$ cat config.mk
export PLATFORM = sky130hd
export DESIGN_NAME = irq_pin_router
export DESIGN_NICKNAME = d
export VERILOG_FILES = /design/src/irq_router_pkg.sv /design/src/irq_pin_router.sv
export SDC_FILE = /design/constraint.sdc
export NUM_CORES = 1
export LEC_CHECK = 0
export BUFFER_PORTS_ARGS = -buffer_cell sky130_fd_sc_hd__buf_2
export CAP_MARGIN = 10
export CORE_MARGIN = 3
export CORE_UTILIZATION = 25
export CTS_BUF_LIST = sky130_fd_sc_hd__clkbuf_8
export DETAILED_ROUTE_END_ITERATION = 12
export SLEW_MARGIN = 20
export SYNTH_ARGS = -nofsm -noshare
export SYNTH_HDL_FRONTEND = slang
export SYNTH_SLANG_ARGS = --single-unit
$ cat constraint.sdc
create_clock -name mclk_i -period 5.2 [get_ports mclk_i]
set_input_delay 0.52 -clock mclk_i [delete_from_list [all_inputs] [get_ports mclk_i]]
set_output_delay 0.52 -clock mclk_i [all_outputs]
set_load 0.1 [all_outputs]
$ cat src/irq_router_pkg.sv
// Purpose: constants and types for the interrupt routing and multi-purpose pin block
// Assumes: one 250 MHz clock, byte-wide register port at the printed offsets
// Notes: times are kept in ms and turned into cycle counts here
package irq_router_pkg;

    localparam int CLK_KHZ = 250000;
    localparam int PULSE_MS = 2;
    localparam int PERIOD_MS = 4;
    localparam int PULSE_CYC = PULSE_MS * CLK_KHZ;
    localparam int PERIOD_CYC = PERIOD_MS * CLK_KHZ;

    localparam logic [7:0] ADDR_FLAGS_A = 8'h2c;
    localparam logic [7:0] ADDR_FLAGS_B = 8'h2d;
    localparam logic [7:0] ADDR_SEC_EN = 8'h31;
    localparam logic [7:0] ADDR_COMBINED = 8'h32;
    localparam logic [7:0] ADDR_PIN_CTRL = 8'h33;

    localparam logic [7:0] SEC_EN_RESET = 8'h00;
    localparam logic [3:0] COMB_CTRL_RESET = 4'h0;
    localparam logic [7:0] PIN_CTRL_RESET = 8'h00;

    localparam int SEC_MODE_BIT = 0;
    localparam int COMB_RANGE1_BIT = 7;
    localparam int COMB_DATA1_BIT = 6;
    localparam int COMB_RANGE2_BIT = 5;
    localparam int COMB_CTRL_LSB = 4;
    localparam int COMB_PEN_BIT = 3;
    localparam int COMB_AVAIL_BIT = 2;
    localparam int COMB_OUTR_BIT = 1;
    localparam int PIN_RSV_LSB = 6;
    localparam int PIN_FUNC_LSB = 2;
    localparam int PIN_FUNC_MSB = 5;
    localparam int PIN_IN_BIT = 1;
    localparam int PIN_GPO_BIT = 0;
    localparam int NUM_EVENTS = 9;

    typedef enum logic [3:0] {
        PF_OFF = 4'h0,
        PF_IN = 4'h1,
        PF_GPI = 4'h2,
        PF_GPO = 4'h3,
        PF_DIVIDED_CLOCK_OUTPUT = 4'h4,
        PF_IRQ1 = 4'h5,
        PF_IRQ2 = 4'h6,
        PF_REC_WCLK = 4'h7,
        PF_SEC_BCLK = 4'h8,
        PF_SEC_WCLK = 4'h9,
        PF_MIC_CLK = 4'ha,
        PF_SEC_SOUT = 4'hb,
        PF_TOUCH_IRQ = 4'hc
    } pin_func_t;

    typedef enum logic [2:0] {
        PG_IDLE = 3'b001,
        PG_HIGH = 3'b010,
        PG_GAP = 3'b100
    } pulse_state_t;

endpackage : irq_router_pkg

$ cat src/irq_pin_router.sv
// Purpose: routes audio and touch events to two irq outputs and muxes the multi-purpose pin
// Assumes: event inputs are one-cycle pulses and status levels from logic on mclk_i
// Notes: register reads return data one cycle after the read strobe
`timescale 1ns/1ps
`default_nettype none

module irq_pin_router
    import irq_router_pkg::*;
#(
    parameter int PULSE_CYCLES = PULSE_CYC,
    parameter int PERIOD_CYCLES = PERIOD_CYC
) (
    input wire logic mclk_i,
    input wire logic reset_n_i,
    input wire logic [7:0] reg_addr_i,
    input wire logic reg_wr_i,
    input wire logic reg_rd_i,
    input wire logic [7:0] reg_wdata_i,
    output logic [7:0] reg_rdata_o,
    input wire logic ev_headset_insert_i,
    input wire logic ev_button_press_i,
    input wire logic ev_drc_power_i,
    input wire logic ev_agc_noise_i,
    input wire logic ev_short_circuit_i,
    input wire logic ev_engine_i,
    input wire logic ev_dc_meas_ready_i,
    input wire logic ev_out_of_range_i,
    input wire logic ev_touch_data_i,
    input wire logic pen_touch_i,
    input wire logic meas_data_ready_i,
    input wire logic meas_out_of_range_i,
    input wire logic divided_clock_output_i,
    input wire logic record_word_clock_i,
    input wire logic sec_bit_clock_i,
    input wire logic sec_word_clock_i,
    input wire logic microphone_modulator_clock_i,
    input wire logic sec_audio_serial_out_i,
    input wire logic touch_data_ready_irq_n_i,
    input wire logic multi_purpose_pin_in_i,
    output logic multi_purpose_pin_out_o,
    output logic multi_purpose_pin_oe_n_o,
    output logic pin_input_o,
    output logic general_purpose_input_o,
    output logic first_irq_output_o,
    output logic second_irq_output_o,
    output logic [NUM_EVENTS-1:0] sticky_flags_o
);

    localparam int CW = $clog2(PERIOD_CYCLES + 1);
    localparam logic [CW-1:0] PULSE_LAST = CW'(PULSE_CYCLES - 1);
    localparam logic [CW-1:0] PERIOD_LAST = CW'(PERIOD_CYCLES - 1);

    logic [7:0] sec_en_r;
    logic [3:0] comb_ctrl_r;
    logic [7:0] pin_ctrl_r;
    logic [7:0] rdata_r;
    logic pin_meta_r;
    logic pin_sync_r;
    logic pin_out_r;
    logic pin_oe_n_r;
    logic [NUM_EVENTS-1:0] sticky_r;
    logic [1:0] train_r;
    logic [2:0] seen_r [2];
    pulse_state_t pg_st_r [2];
    logic [CW-1:0] pg_cnt_r [2];

    logic [7:1] sec_ev;
    logic [1:0] trig;
    logic [1:0] mode;
    logic [2:0] flag_rd;
    logic wr_sec;
    logic wr_comb;
    logic wr_pin;
    pin_func_t pin_func;
    logic in_buf_on;

    assign wr_sec = reg_wr_i && (reg_addr_i == ADDR_SEC_EN);
    assign wr_comb = reg_wr_i && (reg_addr_i == ADDR_COMBINED);
    assign wr_pin = reg_wr_i && (reg_addr_i == ADDR_PIN_CTRL);
    assign flag_rd = {reg_rd_i && (reg_addr_i == ADDR_COMBINED),
                      reg_rd_i && (reg_addr_i == ADDR_FLAGS_B),
                      reg_rd_i && (reg_addr_i == ADDR_FLAGS_A)};

    // event vector lines up with the enable bits D7..D1
    assign sec_ev = {ev_headset_insert_i, ev_button_press_i, ev_drc_power_i, ev_agc_noise_i,
                     ev_short_circuit_i, ev_engine_i, ev_dc_meas_ready_i};

    // first output has no repeat control here, so it always gives a single pulse
    assign mode = {sec_en_r[SEC_MODE_BIT], 1'b0};

    always_comb begin
        trig[0] = (ev_out_of_range_i && comb_ctrl_r[COMB_RANGE1_BIT - COMB_CTRL_LSB])
                || (ev_touch_data_i && comb_ctrl_r[COMB_DATA1_BIT - COMB_CTRL_LSB]);
        trig[1] = (|(sec_ev & sec_en_r[7:1]))
                || (ev_out_of_range_i && comb_ctrl_r[COMB_RANGE2_BIT - COMB_CTRL_LSB]);
    end

    assign pin_func = pin_func_t'(pin_ctrl_r[PIN_FUNC_MSB:PIN_FUNC_LSB]);
    assign in_buf_on = (pin_func != PF_OFF);

    // registers
    always_ff @(posedge mclk_i) begin
        if (!reset_n_i) begin
            sec_en_r <= SEC_EN_RESET;
            comb_ctrl_r <= COMB_CTRL_RESET;
            pin_ctrl_r <= PIN_CTRL_RESET;
        end else begin
            if (wr_sec) begin
                sec_en_r <= reg_wdata_i;
            end
            if (wr_comb) begin
                comb_ctrl_r <= reg_wdata_i[7:COMB_CTRL_LSB];
            end
            if (wr_pin) begin
                // upper bits are stored as written; software keeps them at reset value
                pin_ctrl_r[7:PIN_FUNC_LSB] <= reg_wdata_i[7:PIN_FUNC_LSB];
                pin_ctrl_r[PIN_GPO_BIT] <= reg_wdata_i[PIN_GPO_BIT];
            end
        end
    end

    // read data, registered; unmapped addresses answer zero
    always_ff @(posedge mclk_i) begin
        if (!reset_n_i) begin
            rdata_r <= 8'h00;
        end else if (reg_rd_i) begin
            unique case (reg_addr_i)
                ADDR_SEC_EN: rdata_r <= sec_en_r;
                ADDR_COMBINED: rdata_r <= {comb_ctrl_r, pen_touch_i, meas_data_ready_i,
                                           meas_out_of_range_i, 1'b0};
                ADDR_PIN_CTRL: rdata_r <= {pin_ctrl_r[7:PIN_FUNC_LSB], in_buf_on && pin_sync_r,
                                           pin_ctrl_r[PIN_GPO_BIT]};
                default: rdata_r <= 8'h00;
            endcase
        end
    end

    // sticky copies of every event; a new event in the read cycle survives
    always_ff @(posedge mclk_i) begin
        if (!reset_n_i) begin
            sticky_r <= '0;
        end else begin
            sticky_r <= (sticky_r & ~{NUM_EVENTS{|flag_rd}})
                      | {ev_touch_data_i, ev_out_of_range_i, sec_ev};
        end
    end

    // repeat train runs until all three flag registers have been read since the last event
    always_ff @(posedge mclk_i) begin
        if (!reset_n_i) begin
            train_r <= 2'b00;
            seen_r[0] <= 3'b000;
            seen_r[1] <= 3'b000;
        end else begin
            for (int k = 0; k < 2; k++) begin
                if (trig[k]) begin
                    train_r[k] <= mode[k];
                    seen_r[k] <= 3'b000;
                end else begin
                    seen_r[k] <= seen_r[k] | flag_rd;
                    if (&(seen_r[k] | flag_rd)) begin
                        train_r[k] <= 1'b0;
                    end
                end
            end
        end
    end

    // pulse generators: 2 ms high, then low until the 4 ms period ends
    always_ff @(posedge mclk_i) begin
        if (!reset_n_i) begin
            for (int k = 0; k < 2; k++) begin
                pg_st_r[k] <= PG_IDLE;
                pg_cnt_r[k] <= '0;
            end
        end else begin
            for (int k = 0; k < 2; k++) begin
                unique case (pg_st_r[k])
                    PG_IDLE: begin
                        if (trig[k]) begin
                            pg_st_r[k] <= PG_HIGH;
                            pg_cnt_r[k] <= '0;
                        end
                    end
                    PG_HIGH: begin
                        pg_cnt_r[k] <= pg_cnt_r[k] + 1'b1;
                        if (pg_cnt_r[k] == PULSE_LAST) begin
                            // events landing inside a pulse merge into it
                            pg_st_r[k] <= (mode[k] && train_r[k]) ? PG_GAP : PG_IDLE;
                        end
                    end
                    PG_GAP: begin
                        pg_cnt_r[k] <= pg_cnt_r[k] + 1'b1;
                        if (pg_cnt_r[k] == PERIOD_LAST) begin
                            pg_cnt_r[k] <= '0;
                            pg_st_r[k] <= train_r[k] ? PG_HIGH : PG_IDLE;
                        end
                    end
                    default: begin
                        pg_st_r[k] <= PG_IDLE;
                        pg_cnt_r[k] <= '0;
                    end
                endcase
            end
        end
    end

    assign first_irq_output_o = (pg_st_r[0] == PG_HIGH);
    assign second_irq_output_o = (pg_st_r[1] == PG_HIGH);

    // pin input synchroniser
    always_ff @(posedge mclk_i) begin
        if (!reset_n_i) begin
            pin_meta_r <= 1'b0;
            pin_sync_r <= 1'b0;
        end else begin
            pin_meta_r <= multi_purpose_pin_in_i;
            pin_sync_r <= pin_meta_r;
        end
    end

    // pin output mux; reserved codes release the output like code 0000 but leave the input buffer on
    always_ff @(posedge mclk_i) begin
        if (!reset_n_i) begin
            pin_out_r <= 1'b0;
            pin_oe_n_r <= 1'b1;
        end else begin
            pin_oe_n_r <= 1'b0;
            unique case (pin_func)
                PF_GPO: pin_out_r <= pin_ctrl_r[PIN_GPO_BIT];
                PF_DIVIDED_CLOCK_OUTPUT: pin_out_r <= divided_clock_output_i;
                PF_IRQ1: pin_out_r <= first_irq_output_o;
                PF_IRQ2: pin_out_r <= second_irq_output_o;
                PF_REC_WCLK: pin_out_r <= record_word_clock_i;
                PF_SEC_BCLK: pin_out_r <= sec_bit_clock_i;
                PF_SEC_WCLK: pin_out_r <= sec_word_clock_i;
                PF_MIC_CLK: pin_out_r <= microphone_modulator_clock_i;
                PF_SEC_SOUT: pin_out_r <= sec_audio_serial_out_i;
                PF_TOUCH_IRQ: pin_out_r <= touch_data_ready_irq_n_i;
                default: begin
                    pin_out_r <= 1'b0;
                    pin_oe_n_r <= 1'b1;
                end
            endcase
        end
    end

    assign multi_purpose_pin_out_o = pin_out_r;
    assign multi_purpose_pin_oe_n_o = pin_oe_n_r;
    assign pin_input_o = (pin_func == PF_IN) && pin_sync_r;
    assign general_purpose_input_o = (pin_func == PF_GPI) && pin_sync_r;
    assign reg_rdata_o = rdata_r;
    assign sticky_flags_o = sticky_r;

    // checks
    chk_headset_gate: assert property (@(posedge mclk_i) disable iff (!reset_n_i)
        (pg_st_r[1] == PG_IDLE && ev_headset_insert_i && sec_en_r[7]) |=> second_irq_output_o)
        else $error("enabled headset event did not start second irq");

    chk_no_cause_idle: assert property (@(posedge mclk_i) disable iff (!reset_n_i)
        (pg_st_r[1] == PG_IDLE && !(|(sec_ev & sec_en_r[7:1]))
         && !(ev_out_of_range_i && comb_ctrl_r[COMB_RANGE2_BIT - COMB_CTRL_LSB]))
        |=> !second_irq_output_o)
        else $error("second irq started without an enabled event");

    chk_pulse_width: assert property (@(posedge mclk_i) disable iff (!reset_n_i)
        $fell(second_irq_output_o) |-> $past(pg_cnt_r[1]) == PULSE_LAST)
        else $error("second irq pulse length wrong");

    chk_single_ends: assert property (@(posedge mclk_i) disable iff (!reset_n_i)
        (pg_st_r[1] == PG_HIGH && pg_cnt_r[1] == PULSE_LAST && !sec_en_r[SEC_MODE_BIT])
        |=> pg_st_r[1] == PG_IDLE)
        else $error("single pulse mode produced a gap phase");

    chk_train_repeats: assert property (@(posedge mclk_i) disable iff (!reset_n_i)
        (pg_st_r[1] == PG_GAP && pg_cnt_r[1] == PERIOD_LAST && train_r[1])
        |=> second_irq_output_o && pg_cnt_r[1] == '0)
        else $error("pulse train did not repeat on period");

    chk_range_first: assert property (@(posedge mclk_i) disable iff (!reset_n_i)
        (pg_st_r[0] == PG_IDLE && ev_out_of_range_i && comb_ctrl_r[COMB_RANGE1_BIT - COMB_CTRL_LSB])
        |=> first_irq_output_o)
        else $error("out-of-range event did not reach first irq");

    chk_gpo_level: assert property (@(posedge mclk_i) disable iff (!reset_n_i)
        (pin_func == PF_GPO && !wr_pin) |=> (!multi_purpose_pin_oe_n_o
         && multi_purpose_pin_out_o == $past(pin_ctrl_r[PIN_GPO_BIT])))
        else $error("pin does not show general output value");

    chk_pin_off: assert property (@(posedge mclk_i) disable iff (!reset_n_i)
        (pin_func == PF_OFF && !wr_pin) |=> multi_purpose_pin_oe_n_o)
        else $error("pin driven while powered down");

    chk_pen_status: assert property (@(posedge mclk_i) disable iff (!reset_n_i)
        (reg_rd_i && reg_addr_i == ADDR_COMBINED) |=> reg_rdata_o[COMB_PEN_BIT] == $past(pen_touch_i))
        else $error("pen touch status not returned");

    chk_sticky_clear: assert property (@(posedge mclk_i) disable iff (!reset_n_i)
        (|flag_rd && !ev_headset_insert_i) |=> !sticky_flags_o[6])
        else $error("sticky flag not cleared on read");

    chk_sticky_set: assert property (@(posedge mclk_i) disable iff (!reset_n_i)
        ev_headset_insert_i |=> sticky_flags_o[6])
        else $error("sticky flag lost an event");

    chk_sec_gate: assert property (@(posedge mclk_i) disable iff (!reset_n_i)
        (pg_st_r[1] == PG_IDLE && |(sec_ev & sec_en_r[7:1]))
        |=> second_irq_output_o)
        else $error("enabled audio event did not start second irq");

    chk_touch_first: assert property (@(posedge mclk_i) disable iff (!reset_n_i)
        (pg_st_r[0] == PG_IDLE && ev_touch_data_i && comb_ctrl_r[COMB_DATA1_BIT - COMB_CTRL_LSB])
        |=> first_irq_output_o)
        else $error("touch data event did not reach first irq");

    chk_range_second: assert property (@(posedge mclk_i) disable iff (!reset_n_i)
        (pg_st_r[1] == PG_IDLE && ev_out_of_range_i && comb_ctrl_r[COMB_RANGE2_BIT - COMB_CTRL_LSB])
        |=> second_irq_output_o)
        else $error("out-of-range event did not reach second irq");

    chk_train_stops: assert property (@(posedge mclk_i) disable iff (!reset_n_i)
        (pg_st_r[1] == PG_GAP && pg_cnt_r[1] == PERIOD_LAST && !train_r[1])
        |=> !second_irq_output_o)
        else $error("pulse train went on after the flag reads");

    chk_meas_status: assert property (@(posedge mclk_i) disable iff (!reset_n_i)
        (reg_rd_i && reg_addr_i == ADDR_COMBINED)
        |=> reg_rdata_o[COMB_AVAIL_BIT] == $past(meas_data_ready_i)
            && reg_rdata_o[COMB_OUTR_BIT] == $past(meas_out_of_range_i))
        else $error("measurement status not returned");

    chk_in_buf_read: assert property (@(posedge mclk_i) disable iff (!reset_n_i)
        (reg_rd_i && reg_addr_i == ADDR_PIN_CTRL && pin_func != PF_OFF)
        |=> reg_rdata_o[PIN_IN_BIT] == $past(pin_sync_r))
        else $error("pin input buffer not returned");

    chk_pin_irq1: assert property (@(posedge mclk_i) disable iff (!reset_n_i)
        (pin_func == PF_IRQ1)
        |=> !multi_purpose_pin_oe_n_o && multi_purpose_pin_out_o == $past(first_irq_output_o))
        else $error("pin does not follow first irq");

    chk_pin_divided_clock_output: assert property (@(posedge mclk_i) disable iff (!reset_n_i)
        (pin_func == PF_DIVIDED_CLOCK_OUTPUT)
        |=> !multi_purpose_pin_oe_n_o && multi_purpose_pin_out_o == $past(divided_clock_output_i))
        else $error("pin does not follow divided clock");

    chk_pin_touch: assert property (@(posedge mclk_i) disable iff (!reset_n_i)
        (pin_func == PF_TOUCH_IRQ)
        |=> !multi_purpose_pin_oe_n_o && multi_purpose_pin_out_o == $past(touch_data_ready_irq_n_i))
        else $error("pin does not follow touch irq");

endmodule : irq_pin_router

`default_nettype wire

Word level (Yosys, flattened, before mapping)

Memory sizes are Yosys's and may differ from the RTL's.
Index checks and enable logic that the tools add are counted.

Bitwise logic cells: 28
Mux-type cells: 82
Multipliers: 0
Reductions and logical operators: 23
Eq/ne operators: 27
Div/mod/pow operators: 0
$add $sub $neg: 2
Shift operators: 0
Order comparisons: 0

Operators by type and width:

| kind                                                               | count |
|---|---|
| 20-bit two-way mux                                                 | 10 |
| 1-bit two-way mux                                                  | 56 |
| 20-bit by 1-bit adder with 20-bit output (second input constant)   | 2 |
| 20-bit by 19-bit == test with 1-bit output (second input constant) | 2 |
| 20-bit == test (second input constant)                             | 2 |
| 8-bit by 6-bit == test with 1-bit output (second input constant)   | 5 |
| 3-bit two-way mux                                                  | 13 |
| 8-bit one-hot mux with 3 select lines                              | 1 |
| 1-bit bitwise OR                                                   | 22 |
| 4-bit == test (second input constant)                              | 5 |
| 4-bit by 3-bit == test with 1-bit output (second input constant)   | 4 |
| 1-bit logical AND                                                  | 13 |
| 1-bit one-hot mux with 10 select lines                             | 1 |
| 10-bit OR reduction                                                | 1 |
| 9-bit bitwise AND                                                  | 1 |
| 9-bit inverter                                                     | 1 |
| 9-bit bitwise OR                                                   | 1 |
| 3-bit OR reduction                                                 | 3 |
| 4-bit by 2-bit == test with 1-bit output (second input constant)   | 2 |
| 7-bit bitwise AND                                                  | 1 |
| 7-bit OR reduction                                                 | 1 |
| 3-bit by 1-bit == test with 1-bit output (second input constant)   | 2 |
| 3-bit by 2-bit == test with 1-bit output (second input constant)   | 2 |
| 3-bit == test (second input constant)                              | 2 |
| other kinds (7)                                                    | 9 |

Input bits: 40
Memory bits (writable): 52
Memories: 3
Bits in read-only memories: 0
Latch bits: 0
Word-level logic and storage cells: 175
Flip-flop bits (word level): 41

Memory list:

| name     | depth | bits a word | read ports | clocked after memory_dff | write ports | line                 | text |
|---|---|---|---|---|---|---|---|
| pg_cnt_r | 2     | 20          | 2          | 0                        | 2           | irq_pin_router.sv:65 | `logic [CW-1:0] pg_cnt_r [2];` |
| pg_st_r  | 2     | 3           | 2          | 0                        | 2           | irq_pin_router.sv:64 | `pulse_state_t pg_st_r [2];` |
| seen_r   | 2     | 3           | 2          | 0                        | 2           | irq_pin_router.sv:63 | `logic [2:0] seen_r [2];` |

Depth between registers and ports, before layout

Word-level depth: 12
Gate-level depth with buffers: 7
Depth with buffers taken out: 6

Least setup slack after synthesis

Ideal clock, no wire load.

Path type: register -> register
Start: mem pg_st_r[0][0] (netlist name)
End: mem pg_cnt_r[0][0] (netlist name) (enable)
Stages on the path, launching flop included: 4
Data arrival time: 1.924 ns
Path buffers: 0
Path slack: 2.899 ns
Period minus slack after synthesis: 2.301 ns
Cell sequence: edfxtp_1 > inv_1 > ha_1 > or4_1

RTL lines:

| what               | line |
|---|---|
| start: declaration | irq_pin_router.sv:64 |
| end: declaration   | irq_pin_router.sv:65 |

==> results.md <==
* Crit Path Class: register to register
* Leading area contributor after synthesis: edfxtp_1
* Leak at 0.001893 uW
* Mapped Area at 0.004492 mm^2
* Slew margin rel. at 35.61%
* CTS tree: done
* Final Hold Fails at 0
* Min Tclk post-route at 2.485 ns
* Hold buffers post-CTS at 0
* Max incr delay on CP at 0.51 ns
* Status: complete, no violations
* Crit-path slowest cell: edfxtp_1
* DR iter-0 viols at 283
* Synthesis-stage register bit count at 89
* Detailed Place HPWL at 7523 um
* Worst setup SP type: register
* Synth unique cells at 52
* Grt ovf at 0
* Most frequent cells in the layout: 85 x nor2_1, 62 x buf_2, 48 x edfxtp_1
* Gate power share at under 10%
* Clock share of power at between 30% and 40%
* RSZ-0062 raised after global routing: no
* Routed len/inst at 13.92 um
* Placed cell area at 0.005001 mm^2
* Starting Density at 25.79%
* Total GRT Usage at 10.93%
* Fin crit share at 47.78%
* CTS clock-pin slew for the worst setup and hold paths at 0.09 ns
* Critical Path Sink Type: register
* CP max FO at 20
* Worst Clk Skew at between 0.008 and 0.009 ns
* Antenna cells at 0
* Skew-Pair Late Insertion Delay at approximately 0.37 ns
* Post-CTS setup buffer count at 0
* # IOs at 63
* Syn Inst Count at 457
* WHS at around 0.39 ns
* Worst-margin pin slew at slightly below 1 ns
* Top post-synthesis cells by area: edfxtp_1 32%, dfxtp_1 18%, nor2_1 7.1%, mux2i_1 5.8%, xor2_1 3.7%
* Synth top area share at 32.09%
* DR vias/cell at 4.652
* First-pass GRT wire length at 17,240 um
* Total Wirelength at 10,360 um
* Largest net degree at the start of global routing at 38
* Most common cell after layout, fill and taps aside: nor2_1
* Power Density at 278.9 mW/mm^2
* Reg power frac at between 50% and 60%
* Maximum clock rate at 0.4025 GHz
* Final Setup Violations at 0
* Arrival @ worst endpoint at 2.60 ns
* CTS Root Cell: clkbuf_8
* Clock Tree Buf Depth at 2
* Synthesis-to-layout area growth at 16.21%
* Slew Limit Fails at 0
* Initial antenna violation count at 1
* Die height at 140.0 um
* Die area at just under 0.02 mm^2
* I/O Buffers at slightly above 60
* Hold Crit Start: ev_agc_noise_i
* CP Cell Sequence: or3b_1 > or4_1 > or3_4 > nand4b_2 > nor2_1
* Sequential fraction of the synthesis area at 50.36%
* Avg Inst Size Synth at a little under 10 um^2
* Non-filler cells, final at approximately 740
* Residual DRC at 0
* Vias at approximately 3,500
* Dpl cells at between 700 and 800
* Finished Cell Area at between 0.005 and 0.006 mm^2
* # nets final at between 500 and 600
* Layout cells sized above 1 at 16.76%
* Required @ worst endpoint at 5.32 ns
* Sw power at 374.7 uW
* RR Startpoint: pg_cnt_r[1][8]
* Hold Crit Class: input port to register
* Clock Sinks at 89
* Remaining antenna violation count at 0
* Int Pwr at 1081 uW
* Peak VDD IR at 129.1 uV
* Switch share at 25.74%
* Synth warnings at 0
* Number of global-route vias before repair at roughly 3,300
* Post-Route Setup TNS at 0 ns
* Post_cts resized at 0
* H-tree levels at 3
* Core area at 0.01742 mm^2
* Cts bufs inserted at 9
* Chip width at 140.0 um
* Critical path launch point: pg_cnt_r[1][8]
* Drt first pass iters at 4
* Max-cap violations at 0
* Rows at 48
* Routability congestion estimate at about 0.8
==> synth_stat cells (all sizes together) <==
cell type and instances:
nor2 85, o22ai 3, a31oi 3, mux2i 26, nand3b 3, a2bb2oi 3
nor3 10, nor4b 2, o211ai 4, nand4b 4, or2 2, o21ai 8
and4 4, nor3b 1, buf 5, and3 8, or3b 4, xnor2 16
and2 7, clkbuf 13, or4b 1, nor4 4, o21a 4, nand2 27
inv 16, nand2b 1, nor2b 4, ha 4, or4 5, a21oi 23
mux4 1, conb 1, nand3 18, and4b 1, mux2 1, a41oi 2
a21o 1, xor2 19, edfxtp 48, dfxtp 41, or3 6, o31ai 1
a22oi 7, nand4 10
==> per-stage QoR <==
| stage | power, uW | utilization [%] | setup WS, ns |
|---|---|---|---|
| after CTS | 1476 | 29.97 | 2.693 |
| after detailed placement | 944.8 | 28.71 | 2.575 |
| after global placement | 944.7 | 28.71 | 2.607 |
| after floorplan | 900.4 | - | 2.899 |
| final | 1456 | 29.97 | 2.716 |
| after global routing | 1522 | 29.97 | 2.565 |
==> logic make-up (layout without fill, tap and decap cells) <==
| logic type | count (synthesis) | count (layout) | share of synthesized area, % |
|---|---|---|---|
| AND/OR/NAND/NOR | 207 | 207 | 23.62 |
| XOR/XNOR | 35 | 35 | 6.824 |
| buffers and inverters | 34 | 94 | 3.342 |
| AO/OA/AOI/OAI | 59 | 59 | 8.106 |
| flip-flops | 89 | 89 | 50.36 |
| multiplexers | 28 | 28 | 6.546 |
| adder cells (fa/ha/maj) | 4 | 4 | 1.114 |
| other | 1 | 3 | 0.08349 |
==> path summary, 6_finish.rpt <==
kind	endpoint	slack (ns)	cells past startpoint
max	pg_cnt_r[1][18]	2.72	5
min	sticky_flags_o[3]	0.39	3
max reg2reg	pg_cnt_r[1][18]	2.72	5
min reg2reg	pin_sync_r	0.45	1
==> registers in the layout (all words and copies together) (netlist names), 3 cells and up <==
register        cells
comb_ctrl_r         4
pg_cnt_r           40
pg_st_r             5
pin_ctrl_r          7
reg_rdata_o         8
sec_en_r            8
seen_r              3
sticky_flags_o      9
==> cell type report <==
class / count / area (um^2)
Inverter: 16 / 60.06
Fill cell: 1866 / 12200
Clock inverter: 7 / 95.09
Clock buffer: 9 / 123.9
Tap cell: 225 / 281.5
Sequential cell: 89 / 2262
Multi-Input combinational cell: 336 / 2087
Timing Repair Buffer: 62 / 310.3
==> power groups by stage <==
stage / clock (uW) / combinational (uW) / sequential [uW]
after detailed placement: 0 / 132 / 813
after CTS: 547 / 133 / 797
after global placement: 0 / 132 / 813
after global routing: 576 / 144 / 802
after floorplan: 0 / 59.0 / 841
final: 527 / 131 / 797
==> worst max-delay path, delay by kind of cell (launching register included) <==
family | cells | cell delay [ns]
flops | 1 | 0.51
simple gates | 5 | 1.72
==> metal layers <==
metal  GRT usage (%)  up-vias  part of all wire [%]
met4           4.488        2                   2.3
met5               0        -                  0.13
met3           3.039       16                   5.2
li1                -     1746                     -
met2           16.49       76                    44
met1           14.80     1621                    48
(Power assumes the default switching activity.)
